`config.mk`:
```
export PLATFORM = sky130hd
export DESIGN_NAME = fcd_top
export DESIGN_NICKNAME = d
export VERILOG_FILES = /design/src/fcd_pkg.sv /design/src/fcd_clkdiv.sv /design/src/fcd_keycmp.sv /design/src/fcd_top.sv
export VERILOG_INCLUDE_DIRS = /design/src
export SDC_FILE = /design/constraint.sdc
export NUM_CORES = 1
export LEC_CHECK = 0
export ABC_CLOCK_PERIOD_IN_PS = 1900
export BUFFER_PORTS_ARGS = -buffer_cell sky130_fd_sc_hd__buf_2
export CELL_PAD_IN_SITES_DETAIL_PLACEMENT = 1
export CELL_PAD_IN_SITES_GLOBAL_PLACEMENT = 2
export CORE_UTILIZATION = 25
export CTS_BUF_LIST = sky130_fd_sc_hd__clkbuf_4
export CTS_CLUSTER_DIAMETER = 80
export DETAILED_ROUTE_END_ITERATION = 7
export PLACE_DENSITY = 0.89
export SYNTH_ARGS = -nofsm -noshare
export SYNTH_HDL_FRONTEND = slang
export SYNTH_HIERARCHICAL = 1
export SYNTH_SLANG_ARGS = --single-unit
```
`constraint.sdc`:
```
create_clock -name clk -period 1.9 [get_ports clk]
set_clock_uncertainty 0.05 [all_clocks]
set_input_delay 0.38 -clock clk [delete_from_list [all_inputs] [get_ports clk]]
set_output_delay 0.38 -clock clk [all_outputs]
set_load 0.02 [all_outputs]
```
`src/fcd_params.svh`:
```
// Register map, field positions and reset values of the flash clock block
`ifndef FCD_PARAMS_SVH
`define FCD_PARAMS_SVH

`define FCD_ADR_W 8
`define FCD_ADR_DIV 8'h00
`define FCD_ADR_OPT 8'h04
`define FCD_ADR_KDAT 8'h08
`define FCD_ADR_KCTL 8'h0c

`define FCD_DIV_LOADED_BIT 7
`define FCD_DIV_PRESC_BIT 6
`define FCD_DIV_FIELD_W 6

`define FCD_OPT_BACKDOOR_KEY_ENABLE_BIT 7
`define FCD_OPT_NORED_BIT 6
`define FCD_OPT_RESET 8'hff
`define FCD_SEC_UNSECURE 2'h2

`define FCD_KCTL_ACC_BIT 0
`define FCD_KCTL_SECURE_BIT 1
`define FCD_KCTL_MATCH_BIT 2

`define FCD_PRESC_LAST 3'h7
`define FCD_KEY_BYTES 8
`define FCD_PE_CNT_W 16

`endif

```
`src/fcd_pkg.sv`:
```
// Types shared by the flash clock divider and options block
`default_nettype none
package fcd_pkg;

  typedef struct packed {
    logic cyc;
    logic stb;
    logic we;
    logic [7:0] adr;
    logic [3:0] sel;
    logic [31:0] dat;
  } fcd_wb_req_s;

  typedef struct packed {
    logic ack;
    logic [31:0] dat;
  } fcd_wb_rsp_s;

  typedef enum logic {
    FCD_PE_IDLE,
    FCD_PE_RUN
  } fcd_pe_e;

endpackage : fcd_pkg

`default_nettype wire

```
`src/fcd_clkdiv.sv`:
```
// Flash timing clock divider producing one-cycle tick enables
`timescale 1ns/100ps
`default_nettype none
`include "fcd_params.svh"

module fcd_clkdiv #(
  parameter int DIV_W = `FCD_DIV_FIELD_W
) (
  // Clock and reset
  input wire logic clk,
  input wire logic rst_n,
  // Settings
  input wire logic en,
  input wire logic presc,
  input wire logic [DIV_W-1:0] divisor,
  // Flash clock enable
  output logic tick
);

  typedef struct packed {
    logic [2:0] pre;
    logic [DIV_W-1:0] cnt;
    logic tick;
  } fcd_div_state_s;

  fcd_div_state_s s_r;
  fcd_div_state_s s_nxt;
  logic step;

  always_comb
  begin
    s_nxt = s_r;
    s_nxt.tick = 1'b0;
    step = 1'b0;
    if (!en)
    begin
      s_nxt.pre = 3'h0;
      s_nxt.cnt = '0;
    end
    else
    begin
      // Bus clock or bus clock over eight feeds the divider
      step = !presc || (s_r.pre == `FCD_PRESC_LAST); // RULE_04
      s_nxt.pre = presc ? s_r.pre + 3'h1 : 3'h0; // RULE_04
      if (step)
      begin
        // Divide by divisor plus one
        if (s_r.cnt == divisor) // RULE_05
        begin
          s_nxt.cnt = '0;
          s_nxt.tick = 1'b1; // RULE_06
        end
        else
        begin
          s_nxt.cnt = s_r.cnt + 1'b1;
        end
      end
    end
  end

  always_ff @(posedge clk or negedge rst_n)
  begin
    if (!rst_n)
      s_r <= '0;
    else
      s_r <= s_nxt;
  end

  assign tick = s_r.tick;
endmodule : fcd_clkdiv

`default_nettype wire

```
`src/fcd_keycmp.sv`:
```
// Byte-serial comparator for the backdoor key entry
`timescale 1ns/100ps
`default_nettype none
`include "fcd_params.svh"

module fcd_keycmp #(
  parameter int KEY_BYTES = `FCD_KEY_BYTES
) (
  // Clock and reset
  input wire logic clk,
  input wire logic rst_n,
  // Entry stream
  input wire logic start,
  input wire logic wr,
  input wire logic [7:0] data,
  input wire logic [8*KEY_BYTES-1:0] key,
  // Result
  output logic match
);

  localparam int IDX_W = $clog2(KEY_BYTES) + 1;

  typedef struct packed {
    logic [IDX_W-1:0] idx;
    logic ok;
  } fcd_key_state_s;

  fcd_key_state_s s_r;
  fcd_key_state_s s_nxt;

  always_comb
  begin
    s_nxt = s_r;
    if (start)
    begin
      s_nxt.idx = '0;
      s_nxt.ok = 1'b1;
    end
    else if (wr)
    begin
      // Bytes are checked in ascending order, extras spoil the entry
      if (s_r.idx < IDX_W'(KEY_BYTES)) // RULE_13
      begin
        s_nxt.ok = s_r.ok && (data == key[8*s_r.idx +: 8]); // RULE_13
        s_nxt.idx = s_r.idx + 1'b1;
      end
      else
      begin
        s_nxt.ok = 1'b0;
      end
    end
  end

  always_ff @(posedge clk or negedge rst_n)
  begin
    if (!rst_n)
      s_r <= '0;
    else
      s_r <= s_nxt;
  end

  assign match = s_r.ok && (s_r.idx == IDX_W'(KEY_BYTES));

endmodule : fcd_keycmp

`default_nettype wire

```
`src/fcd_top.sv`:
```
// Flash clock divider, options register and security state
//
// The Wishbone interface to the registers and the placing of the registers were decided locally.
`timescale 1ns/100ps
`default_nettype none
`include "fcd_params.svh"

// Contract
// RULE_01: Reset clears loaded flag; first divider write sets it regardless of data.
// RULE_02: Divider low seven bits always readable; only first write after reset updates.
// RULE_03: Erase and program refused until loaded flag is set.
// RULE_04: Prescale bit selects bus clock or bus clock over eight.
// RULE_05: Divider divides its input by divisor field plus one.
// RULE_06: Each timing pulse is one flash clock; operations count whole pulses.
// RULE_07: Software keeps flash clock between 150 and 200 kHz.
// RULE_08: Options register is loaded from the nonvolatile byte at reset.
// RULE_09: Options bits five to two always read zero.
// RULE_10: Options register always readable; writes do nothing.
// RULE_11: Software changes options by reprogramming the byte and resetting.
// RULE_12: Key enable low forbids backdoor unlocking.
// RULE_13: Matching eight key bytes in order unlocks until next reset.
// RULE_14: Debug key writes ignored; only secure firmware can unlock.
// RULE_15: Redirect-disable bit high disables vector redirection, low enables it.
// RULE_16: Security code 10 means unsecured; all other codes mean secure.
// RULE_17: While secure, unsecured sources cannot reach RAM or flash contents.
// RULE_18: Code becomes 10 after key unlock or all-erased blank check.
// RULE_19: Blocked accesses drop writes and read back zero.
// RULE_20: Writing divider bit seven never changes the loaded flag directly.
module fcd_top #(
  parameter int PE_CNT_W = `FCD_PE_CNT_W,
  parameter int KEY_BYTES = `FCD_KEY_BYTES
) (
  // Clock and reset
  input wire logic clk,
  input wire logic arst_n,
  // Wishbone slave
  input wire fcd_pkg::fcd_wb_req_s wb_req,
  output fcd_pkg::fcd_wb_rsp_s wb_rsp,
  input wire logic bus_from_debug,
  input wire logic bus_from_secure,
  // Nonvolatile contents
  input wire logic [7:0] nonvolatile_option_byte,
  input wire logic [8*KEY_BYTES-1:0] stored_backdoor_key,
  input wire logic blank_check_done,
  input wire logic blank_all_erased,
  // Program and erase timing
  input wire logic pe_start,
  input wire logic [PE_CNT_W-1:0] pe_pulses,
  output logic flash_clk_tick,
  output logic pe_busy,
  output logic pe_done,
  output logic pe_refused,
  // Memory gate
  input wire logic mem_req,
  input wire logic mem_we_req,
  input wire logic mem_from_unsecure,
  input wire logic [7:0] mem_rdata_raw,
  output logic mem_we,
  output logic [7:0] mem_rdata,
  // Status
  output logic secure,
  output logic vector_redirect_en,
  output logic backdoor_key_enable
);
  import fcd_pkg::*;

  typedef struct packed {
    logic ack;
    logic [31:0] rdata;
    logic divisor_loaded_flag;
    logic prescale_by_eight;
    logic [`FCD_DIV_FIELD_W-1:0] divisor_field;
    logic opt_valid;
    logic [7:0] flash_options;
    logic key_acc;
    logic key_start;
    fcd_pe_e pe_st;
    logic [PE_CNT_W-1:0] pe_cnt;
    logic pe_done;
    logic pe_refused;
    logic [7:0] mem_rdata;
  } fcd_state_s;

  fcd_state_s s_r;
  fcd_state_s s_nxt;
  logic [1:0] rst_sync_r;
  logic rst_n;
  logic bus_hit;
  logic wr_div;
  logic wr_opt;
  logic wr_kdat;
  logic wr_kctl;
  logic key_wr;
  logic key_match;
  logic tick;
  logic blocked;
  logic [31:0] rd_mux;

  // Reset release through two flops
  always_ff @(posedge clk or negedge arst_n)
  begin
    if (!arst_n)
      rst_sync_r <= 2'h0;
    else
      rst_sync_r <= {rst_sync_r[0], 1'b1};
  end

  assign rst_n = rst_sync_r[1];

  assign bus_hit = wb_req.cyc && wb_req.stb && !s_r.ack;
  assign wr_div = bus_hit && wb_req.we && wb_req.sel[0]
    && (wb_req.adr == `FCD_ADR_DIV);
  assign wr_opt = bus_hit && wb_req.we
    && (wb_req.adr == `FCD_ADR_OPT); // RULE_10
  assign wr_kdat = bus_hit && wb_req.we && wb_req.sel[0]
    && (wb_req.adr == `FCD_ADR_KDAT);
  assign wr_kctl = bus_hit && wb_req.we && wb_req.sel[0]
    && (wb_req.adr == `FCD_ADR_KCTL);
  // Key bytes count only from secure firmware, never from debug
  assign key_wr = wr_kdat && s_r.key_acc && bus_from_secure
    && !bus_from_debug; // RULE_14

  // Security code 10 is the only unsecured pattern
  assign secure = !s_r.opt_valid
    || (s_r.flash_options[1:0] != `FCD_SEC_UNSECURE); // RULE_16
  assign blocked = secure && mem_from_unsecure; // RULE_17

  always_comb
  begin
    rd_mux = 32'h0;
    case (wb_req.adr)
      `FCD_ADR_DIV:
        rd_mux[7:0] = {s_r.divisor_loaded_flag, s_r.prescale_by_eight,
          s_r.divisor_field}; // RULE_02
      `FCD_ADR_OPT:
        rd_mux[7:0] = {s_r.flash_options[7:6], 4'h0,
          s_r.flash_options[1:0]}; // RULE_09
      `FCD_ADR_KCTL:
        begin
          rd_mux[`FCD_KCTL_ACC_BIT] = s_r.key_acc;
          rd_mux[`FCD_KCTL_SECURE_BIT] = secure;
          rd_mux[`FCD_KCTL_MATCH_BIT] = key_match;
        end
      default:
        rd_mux = 32'h0;
    endcase
  end

  always_comb
  begin
    s_nxt = s_r;
    s_nxt.ack = bus_hit;
    s_nxt.key_start = 1'b0;
    s_nxt.pe_done = 1'b0;
    s_nxt.pe_refused = 1'b0;
    if (bus_hit && !wb_req.we)
      s_nxt.rdata = rd_mux;
    // Options copied from the nonvolatile byte as reset ends
    if (!s_r.opt_valid)
    begin
      s_nxt.opt_valid = 1'b1;
      s_nxt.flash_options = nonvolatile_option_byte; // RULE_08
    end
    // Write-once divider; data bit seven is never stored
    if (wr_div && !s_r.divisor_loaded_flag) // RULE_02
    begin
      s_nxt.divisor_loaded_flag = 1'b1; // RULE_01 RULE_20
      s_nxt.prescale_by_eight = wb_req.dat[`FCD_DIV_PRESC_BIT];
      s_nxt.divisor_field = wb_req.dat[`FCD_DIV_FIELD_W-1:0];
    end
    if (wr_kctl)
    begin
      s_nxt.key_acc = wb_req.dat[`FCD_KCTL_ACC_BIT];
      s_nxt.key_start = wb_req.dat[`FCD_KCTL_ACC_BIT] && !s_r.key_acc;
      // Closing key access checks the entered key
      if (s_r.key_acc && !wb_req.dat[`FCD_KCTL_ACC_BIT] && key_match
        && s_r.flash_options[`FCD_OPT_BACKDOOR_KEY_ENABLE_BIT] && s_r.opt_valid
        && bus_from_secure && !bus_from_debug) // RULE_12 RULE_13 RULE_14
        s_nxt.flash_options[1:0] = `FCD_SEC_UNSECURE; // RULE_18
    end
    if (blank_check_done && blank_all_erased && s_r.opt_valid)
      s_nxt.flash_options[1:0] = `FCD_SEC_UNSECURE; // RULE_18
    // Program and erase timing in whole flash clock pulses
    case (s_r.pe_st)
      FCD_PE_IDLE:
        if (pe_start)
        begin
          if (!s_r.divisor_loaded_flag)
            s_nxt.pe_refused = 1'b1; // RULE_03
          else if (pe_pulses == '0)
            s_nxt.pe_done = 1'b1;
          else
          begin
            s_nxt.pe_st = FCD_PE_RUN;
            s_nxt.pe_cnt = pe_pulses;
          end
        end
      FCD_PE_RUN:
        if (tick) // RULE_06
        begin
          s_nxt.pe_cnt = s_r.pe_cnt - 1'b1;
          if (s_r.pe_cnt == PE_CNT_W'(1))
          begin
            s_nxt.pe_st = FCD_PE_IDLE;
            s_nxt.pe_done = 1'b1;
          end
        end
      default:
        s_nxt.pe_st = FCD_PE_IDLE;
    endcase
    // Blocked reads return zero
    s_nxt.mem_rdata = (mem_req && !blocked) ? mem_rdata_raw : 8'h0; // RULE_19
  end

  always_ff @(posedge clk or negedge rst_n)
  begin
    if (!rst_n)
    begin
      s_r <= '0;
      s_r.flash_options <= `FCD_OPT_RESET;
      s_r.pe_st <= FCD_PE_IDLE;
    end
    else
      s_r <= s_nxt;
  end

  fcd_clkdiv #(
    .DIV_W(`FCD_DIV_FIELD_W)
  ) u_clkdiv (
    .clk(clk),
    .rst_n(rst_n),
    .en(s_r.divisor_loaded_flag),
    .presc(s_r.prescale_by_eight),
    .divisor(s_r.divisor_field),
    .tick(tick)
  );

  fcd_keycmp #(
    .KEY_BYTES(KEY_BYTES)
  ) u_keycmp (
    .clk(clk),
    .rst_n(rst_n),
    .start(s_r.key_start),
    .wr(key_wr),
    .data(wb_req.dat[7:0]),
    .key(stored_backdoor_key),
    .match(key_match)
  );

  assign wb_rsp.ack = s_r.ack;
  assign wb_rsp.dat = s_r.rdata;
  assign flash_clk_tick = tick;
  assign pe_busy = (s_r.pe_st == FCD_PE_RUN);
  assign pe_done = s_r.pe_done;
  assign pe_refused = s_r.pe_refused;
  assign mem_we = mem_req && mem_we_req && !blocked; // RULE_19
  assign mem_rdata = s_r.mem_rdata;
  assign vector_redirect_en = !s_r.flash_options[`FCD_OPT_NORED_BIT]; // RULE_15
  assign backdoor_key_enable = s_r.flash_options[`FCD_OPT_BACKDOOR_KEY_ENABLE_BIT];
endmodule : fcd_top

`default_nettype wire
```
# ---- Yosys cells after proc, flatten, opt, wreduce, memory -nomap -nowiden
# Index checks and enable logic that the tools add are counted.
dict set report word_totals {
  register_bits 72
  input_bits 153
  output_inout_bits 49
  word_cells 114
}
dict set report classes {
  add_sub_neg 4
  n_lt_le_gt_ge 1
  n_eq_ne 14
  shifts 1
  muxes 27
  bitwise_logic 1
  reduce_logical 45
}
# cell count
set ops {}
lappend ops {{64-bit by 8-bit variable part select with 8-bit output} 1}
lappend ops {{18-bit 2-to-1 mux} 2}
lappend ops {{18-bit one-hot mux with 2 select lines} 1}
lappend ops {{1-bit logical AND} 27}
lappend ops {{19-bit 2-to-1 mux} 1}
lappend ops {{17-bit 2-to-1 mux} 1}
lappend ops {{16-bit by 1-bit equality test with 1-bit output, second input constant} 1}
lappend ops {{8-bit by 4-bit equality test with 1-bit output, second input constant} 2}
lappend ops {{16-bit logical NOT} 1}
lappend ops {{16-bit by 1-bit subtractor with 16-bit output, second input constant} 1}
lappend ops {{1-bit logical NOT} 10}
lappend ops {{5-bit 2-to-1 mux} 2}
lappend ops {{5-bit one-hot mux with 2 select lines} 1}
lappend ops {{9-bit 2-to-1 mux} 1}
lappend ops {{3-bit one-hot mux with 3 select lines} 1}
lappend ops {{8-bit by 3-bit equality test with 1-bit output, second input constant} 1}
lappend ops {{8-bit equality test} 1}
lappend ops {{8-bit logical NOT} 1}
lappend ops {{1-bit 2-to-1 mux} 8}
lappend ops {{4-bit 2-to-1 mux} 2}
lappend ops {{8-bit 2-to-1 mux} 1}
lappend ops {{2-bit != test, second input constant} 4}
lappend ops {{7-bit 2-to-1 mux} 1}
lappend ops {{6-bit by 1-bit adder with 6-bit output, second input constant} 1}
lappend ops {{other kinds (15)} 20}

# ---- Depth between registers and ports, before layout
dict set report logic_depth {
  word_depth 10
  depth_mapped 9
  mapped_depth_nobuf 9
}

# ---- Hierarchy
# Netlist, hierarchy kept.
# module instances cells_per_inst area_each_um2 seq_area_each_um2
set by_module_without_submodules {}
lappend by_module_without_submodules {fcd_top 1 271 2738.9 1331.3}
lappend by_module_without_submodules {fcd_keycmp 1 83 913.4 125.1}
lappend by_module_without_submodules {fcd_clkdiv 1 53 539.3 250.2}

# ---- Worst setup path after synthesis
# Ideal clock, no wire load.
dict set report synth_timing {
  path_kind {register -> register}
  startpoint {reg s_r, in the netlist wb_rsp[32]}
  endpoint {reg u_keycmp/s_r[0] in the netlist's numbering}
  setup_time_ps 92
  t_arrival_ps 2094
  required_ps 1758
  slack_ps -335
  stages_incl_launch_ff 10
  n_path_buf 0
  synth_period_minus_slack_ps 2235
  path_cell_list {dfrtp_1 and3b_1 and3_1 nand3_1 nor3_1 inv_1 nor2_1 nand2_1 or4_1 o31ai_2}
}
dict set report synth_via {
  elab_chain_cells 9
}
# element line_no
set synth_rtl {}
lappend synth_rtl {{start, declared} fcd_top.sv:84} ;# fcd_state_s s_r;
lappend synth_rtl {{start signal, assigned} fcd_top.sv:224} ;# s_r <= s_nxt;
lappend synth_rtl {{1-bit logical NOT} fcd_top.sv:110} ;# assign bus_hit = wb_req.cyc && wb_req.stb && !s_r.ack;
lappend synth_rtl {{1-bit logical AND} fcd_top.sv:110}
lappend synth_rtl {{net bus_hit} fcd_top.sv:88} ;# logic bus_hit;
lappend synth_rtl {{1-bit logical AND (3 in series)} fcd_top.sv:115} ;# assign wr_kdat = bus_hit && wb_req.we && wb_req.sel[0]
lappend synth_rtl {{1-bit logical AND (2 in series)} fcd_top.sv:120} ;# assign key_wr = wr_kdat && s_r.key_acc && bus_from_secure
lappend synth_rtl {{1-bit logical AND} fcd_top.sv:121} ;# && !bus_from_debug;
lappend synth_rtl {{net key_wr} fcd_top.sv:93} ;# logic key_wr;
lappend synth_rtl {{2-bit nonzero test (no line)} n/a}
lappend synth_rtl {{end signal, assigned} fcd_keycmp.sv:59} ;# s_r <= s_nxt;
lappend synth_rtl {{end, declared} fcd_keycmp.sv:28} ;# fcd_key_state_s s_r;
# The timed path passes the listed nets, and every way through them passes these cells.
# A chain may end at the register's enable or synchronous reset.

# ---- Worst setup path after layout
dict set report layout_timing {
  startpoint {reg s_r[30] in the netlist's numbering}
  endpoint {out mem_we}
}
dict set report layout_via {
  elab_chain_cells 5
}
# element line_no
set layout_rtl {}
lappend layout_rtl {{2-bit != test (no line)} n/a}
lappend layout_rtl {{1-bit logical OR} fcd_top.sv:124} ;# assign secure = !s_r.opt_valid
lappend layout_rtl {{1-bit logical AND} fcd_top.sv:126} ;# assign blocked = secure && mem_from_unsecure;
lappend layout_rtl {{1-bit logical NOT} fcd_top.sv:256} ;# assign mem_we = mem_req && mem_we_req && !blocked;
lappend layout_rtl {{1-bit logical AND} fcd_top.sv:256}
lappend layout_rtl {{end, declared} fcd_top.sv:58} ;# output logic mem_we,
# Every way passes these cells.

==> impl_results.md <==
- Height of the chip: 131 µm
- Largest net degree at the start of global routing: 67
- Row cnt: 46
- First-pass GRT wire length: 20300 µm
- GRT met3 Usage: 0.0378
- DRT antenna net count: 0
- Hold Violations, Final: 0
- Worst-margin pin slew: 0.611 ns
- Leakage: 2.88 nW
- Reg2reg start: u_keycmp/s_r[3]$_DFFE_PN0P_
- Setup tns final: -1.51 ns
- Post-DR vias/cell: 4.54
- Distinct cells, synth: 63
- Worst Setup SP: s_r[30]$_DFF_PN1_
- Detailed Place HPWL: 10100 µm
- Fin. max-slew vios: 0
- Top post-synthesis cells by count: 64 x dfrtp_1, 43 x buf_4, 41 x nand2_1
- Post-synth top area share: 0.382
- Grt ovf: 0
- # DRC: 0
- Kind of end point of the critical path: primary output
- Clk root buf: clkbuf_4
- Hold Crit Start: mem_rdata_raw[1]
- Crit path time final: 2.22 ns
- Global route hottest layer: met2
- Clk sinks: 68
- Count leader, synth: dfrtp_1
- Failing checks: negative setup slack
- Gpl congestion: 0.875
- Post-Route WL: 12500 µm
- Core ar.: 16100 µm²
- Cell area after technology mapping: 4190 µm²
- # nets final: 768
- Met2 GRT Util: 0.261
- Peak supply drop: 0.000248 V
- Clk slew on worst S/H paths: 0.11 ns
- Vias: 3762
- Iteration-0 DRC Markers: 104
- Status: finished, violations left
- Initial Util: 0.260
- Min-delay worst type: primary input to flip-flop
- Fmax: 0.451 GHz
- Worst-Skew Late Latency: 0.43 ns
- WP data arrival: 1.79 ns
- FF+latch count, synth: 68
- Max Cap Violations: 0
- Synth async-reset ratio: 1.00
- Top area cells in the synthesized netlist: dfrtp_1 38%, buf_4 7.7%, mux2i_1 6.2%
- Synthesized area per cell: 10.3 µm²
- Startpoint Class: flip-flop
- Cell taking the most area after synthesis: dfrtp_1
- Crit Path Max Fanout: 2
- EDFF count, synth: 0
- RSZ-0062 raised after global routing: true
- Die W: 131 µm
- Initial antenna violation count: 0
- Fillcell total: 1882
- Drt pass-1 iters: 4
- TritonCTS clock tree: done
- Number of port buffers: 146
- Inserted Clock Buffers: 9
- Crit Path Category: flip-flop to primary output
- I/O pin count: 202
- Crit path required time: 1.47 ns
- DR WL/cell: 15.1 µm
- Vias in the first global route: 4113
- H-tree Lvls: 3
- PwrDens: 561 nW/µm²
- Post-layout worst setup margin: -0.318 ns
- GRT met1 Usage: 0.175
- Tcrit/Tclk final: 1.17
- Die ar.: 17300 µm²
- Cells after Synth: 407
- # diodes: 0
- GRT Total Usage: 0.148
- Final setup violation count: 10
- Utilization after layout: 0.366
- Layout cells sized above 1: 0.493
- Seq/Total Area, Yosys: 0.407
- Area Overhead vs Synth: 40.8%
- Slew margin rel.: 0.589
- Commonest register cell after synthesis: dfrtp_1
- CTS max path bufs: 2
- Synth warnings: 6
-- registers in the layout (all words and copies together) (netlist names) --
| register | count |
|---|---|
| backdoor_key_enable | 1 |
| mem_rdata | 8 |
| pe_busy | 1 |
| pe_done | 1 |
| pe_refused | 1 |
| rst_sync_r | 2 |
| s_r | 30 |
| u_clkdiv/s_r | 9 |
| u_clkdiv/tick | 1 |
| u_keycmp/s_r | 5 |
| wb_rsp | 9 |
-- what timing repair did --
action / in CTS / in global routing
hold buffers: 1 / 0
buffers inserted: 11 / 8
pin swaps: 15 / 11
resized for setup: 33 / 20
endpoints found under the setup margin: 12 / 16
hold endpoints to repair: 2 / 0
cloned: 0 / 0
-- per-layer routing --
| metal | vias up | routed length (µm) |
|---|---|---|
| met5 | - | 0 |
| met4 | 0 | 114 |
| met1 | 1807 | 5310 |
| met2 | 146 | 6350 |
| met3 | 9 | 754 |
| li1 | 1800 | - |
-- cell families (layout without fill, tap and decap cells) --
logic type      count (synthesis)  count (layout)  synth area share
compound gates                 58              58            0.0964
xor+xnor                       18              18            0.0376
fa+ha+maj                       7               7            0.0209
buf+inv                        66             248             0.104
flops                          68              68             0.407
mux                            47              47             0.150
other cells                     2              26           0.00179
simple gates                  141             141             0.182
-- layout make-up --
cell class | instances | area (µm²) | share of cell area
tap | 216 | 270 | 0.0458
inverter | 13 | 51.3 | 0.00869
sequential | 68 | 1710 | 0.290
timing repair buffer | 219 | 1370 | 0.231
clock buffer | 9 | 67.6 | 0.0114
clock inverter | 7 | 91.3 | 0.0155
multi-input combinational | 297 | 2350 | 0.398
-- report_power, final --
part           switching [mW]  internal, mW  total [mW]
sequential             0.0672          1.53        1.60
clock                   0.542         0.525        1.07
combinational           0.329         0.317       0.646
total                   0.938          2.37        3.31
-- final timing paths --
check / to / slack, ns / depth (start not counted)
max: mem_we / -0.32 / 5
min: mem_rdata[1]$_DFF_PN0_ / 0.11 / 2
max reg2reg: u_keycmp/s_r[0]$_DFFE_PN0P_ / -0.29 / 6
min reg2reg: s_r[12]$_DFFE_PN0P_ / 0.22 / 1
max in group asynchronous: s_r[29]$_DFF_PN1_ / 1.23 / 1
min in group asynchronous: rst_sync_r[1]$_DFF_PN0_ / 0.20 / 2
-- metrics by stage --
stage	setup slack [ns]	cell area (µm²)	power, mW	hold WS (ns)	cells
CTS	-0.381	5780	3.33	0.0849	823
finish	-0.318	5900	3.31	0.108	829
global route	-0.428	5900	3.49	0.0760	829
global placement	-0.486	5390	2.20	0.115	796
detailed placement	-0.601	5390	2.22	0.119	796
floorplan	-0.209	4320	1.95	0.0344	431
-- layout by cell type (no fill, tap or decap), drive strengths merged, types with 7 or more instances in the layout --
master / n
and2: 10
buf: 218
clkbuf: 9
conb: 26
dfrtp: 64
ha: 7
inv: 13
mux2: 11
mux2i: 26
mux4: 10
nand2: 41
nand3: 12
nor2: 24
nor4: 8
o211ai: 7
o21ai: 20
or3: 8
xnor2: 14
-- worst max-delay path, cell delays in order (launching register included) --
cell,delay [ns]
dfstp_2,0.56
inv_2,0.04
or3_4,0.34
a21boi_4,0.16
and2_4,0.16
buf_6,0.11
Power figures use the tool's default switching activity.
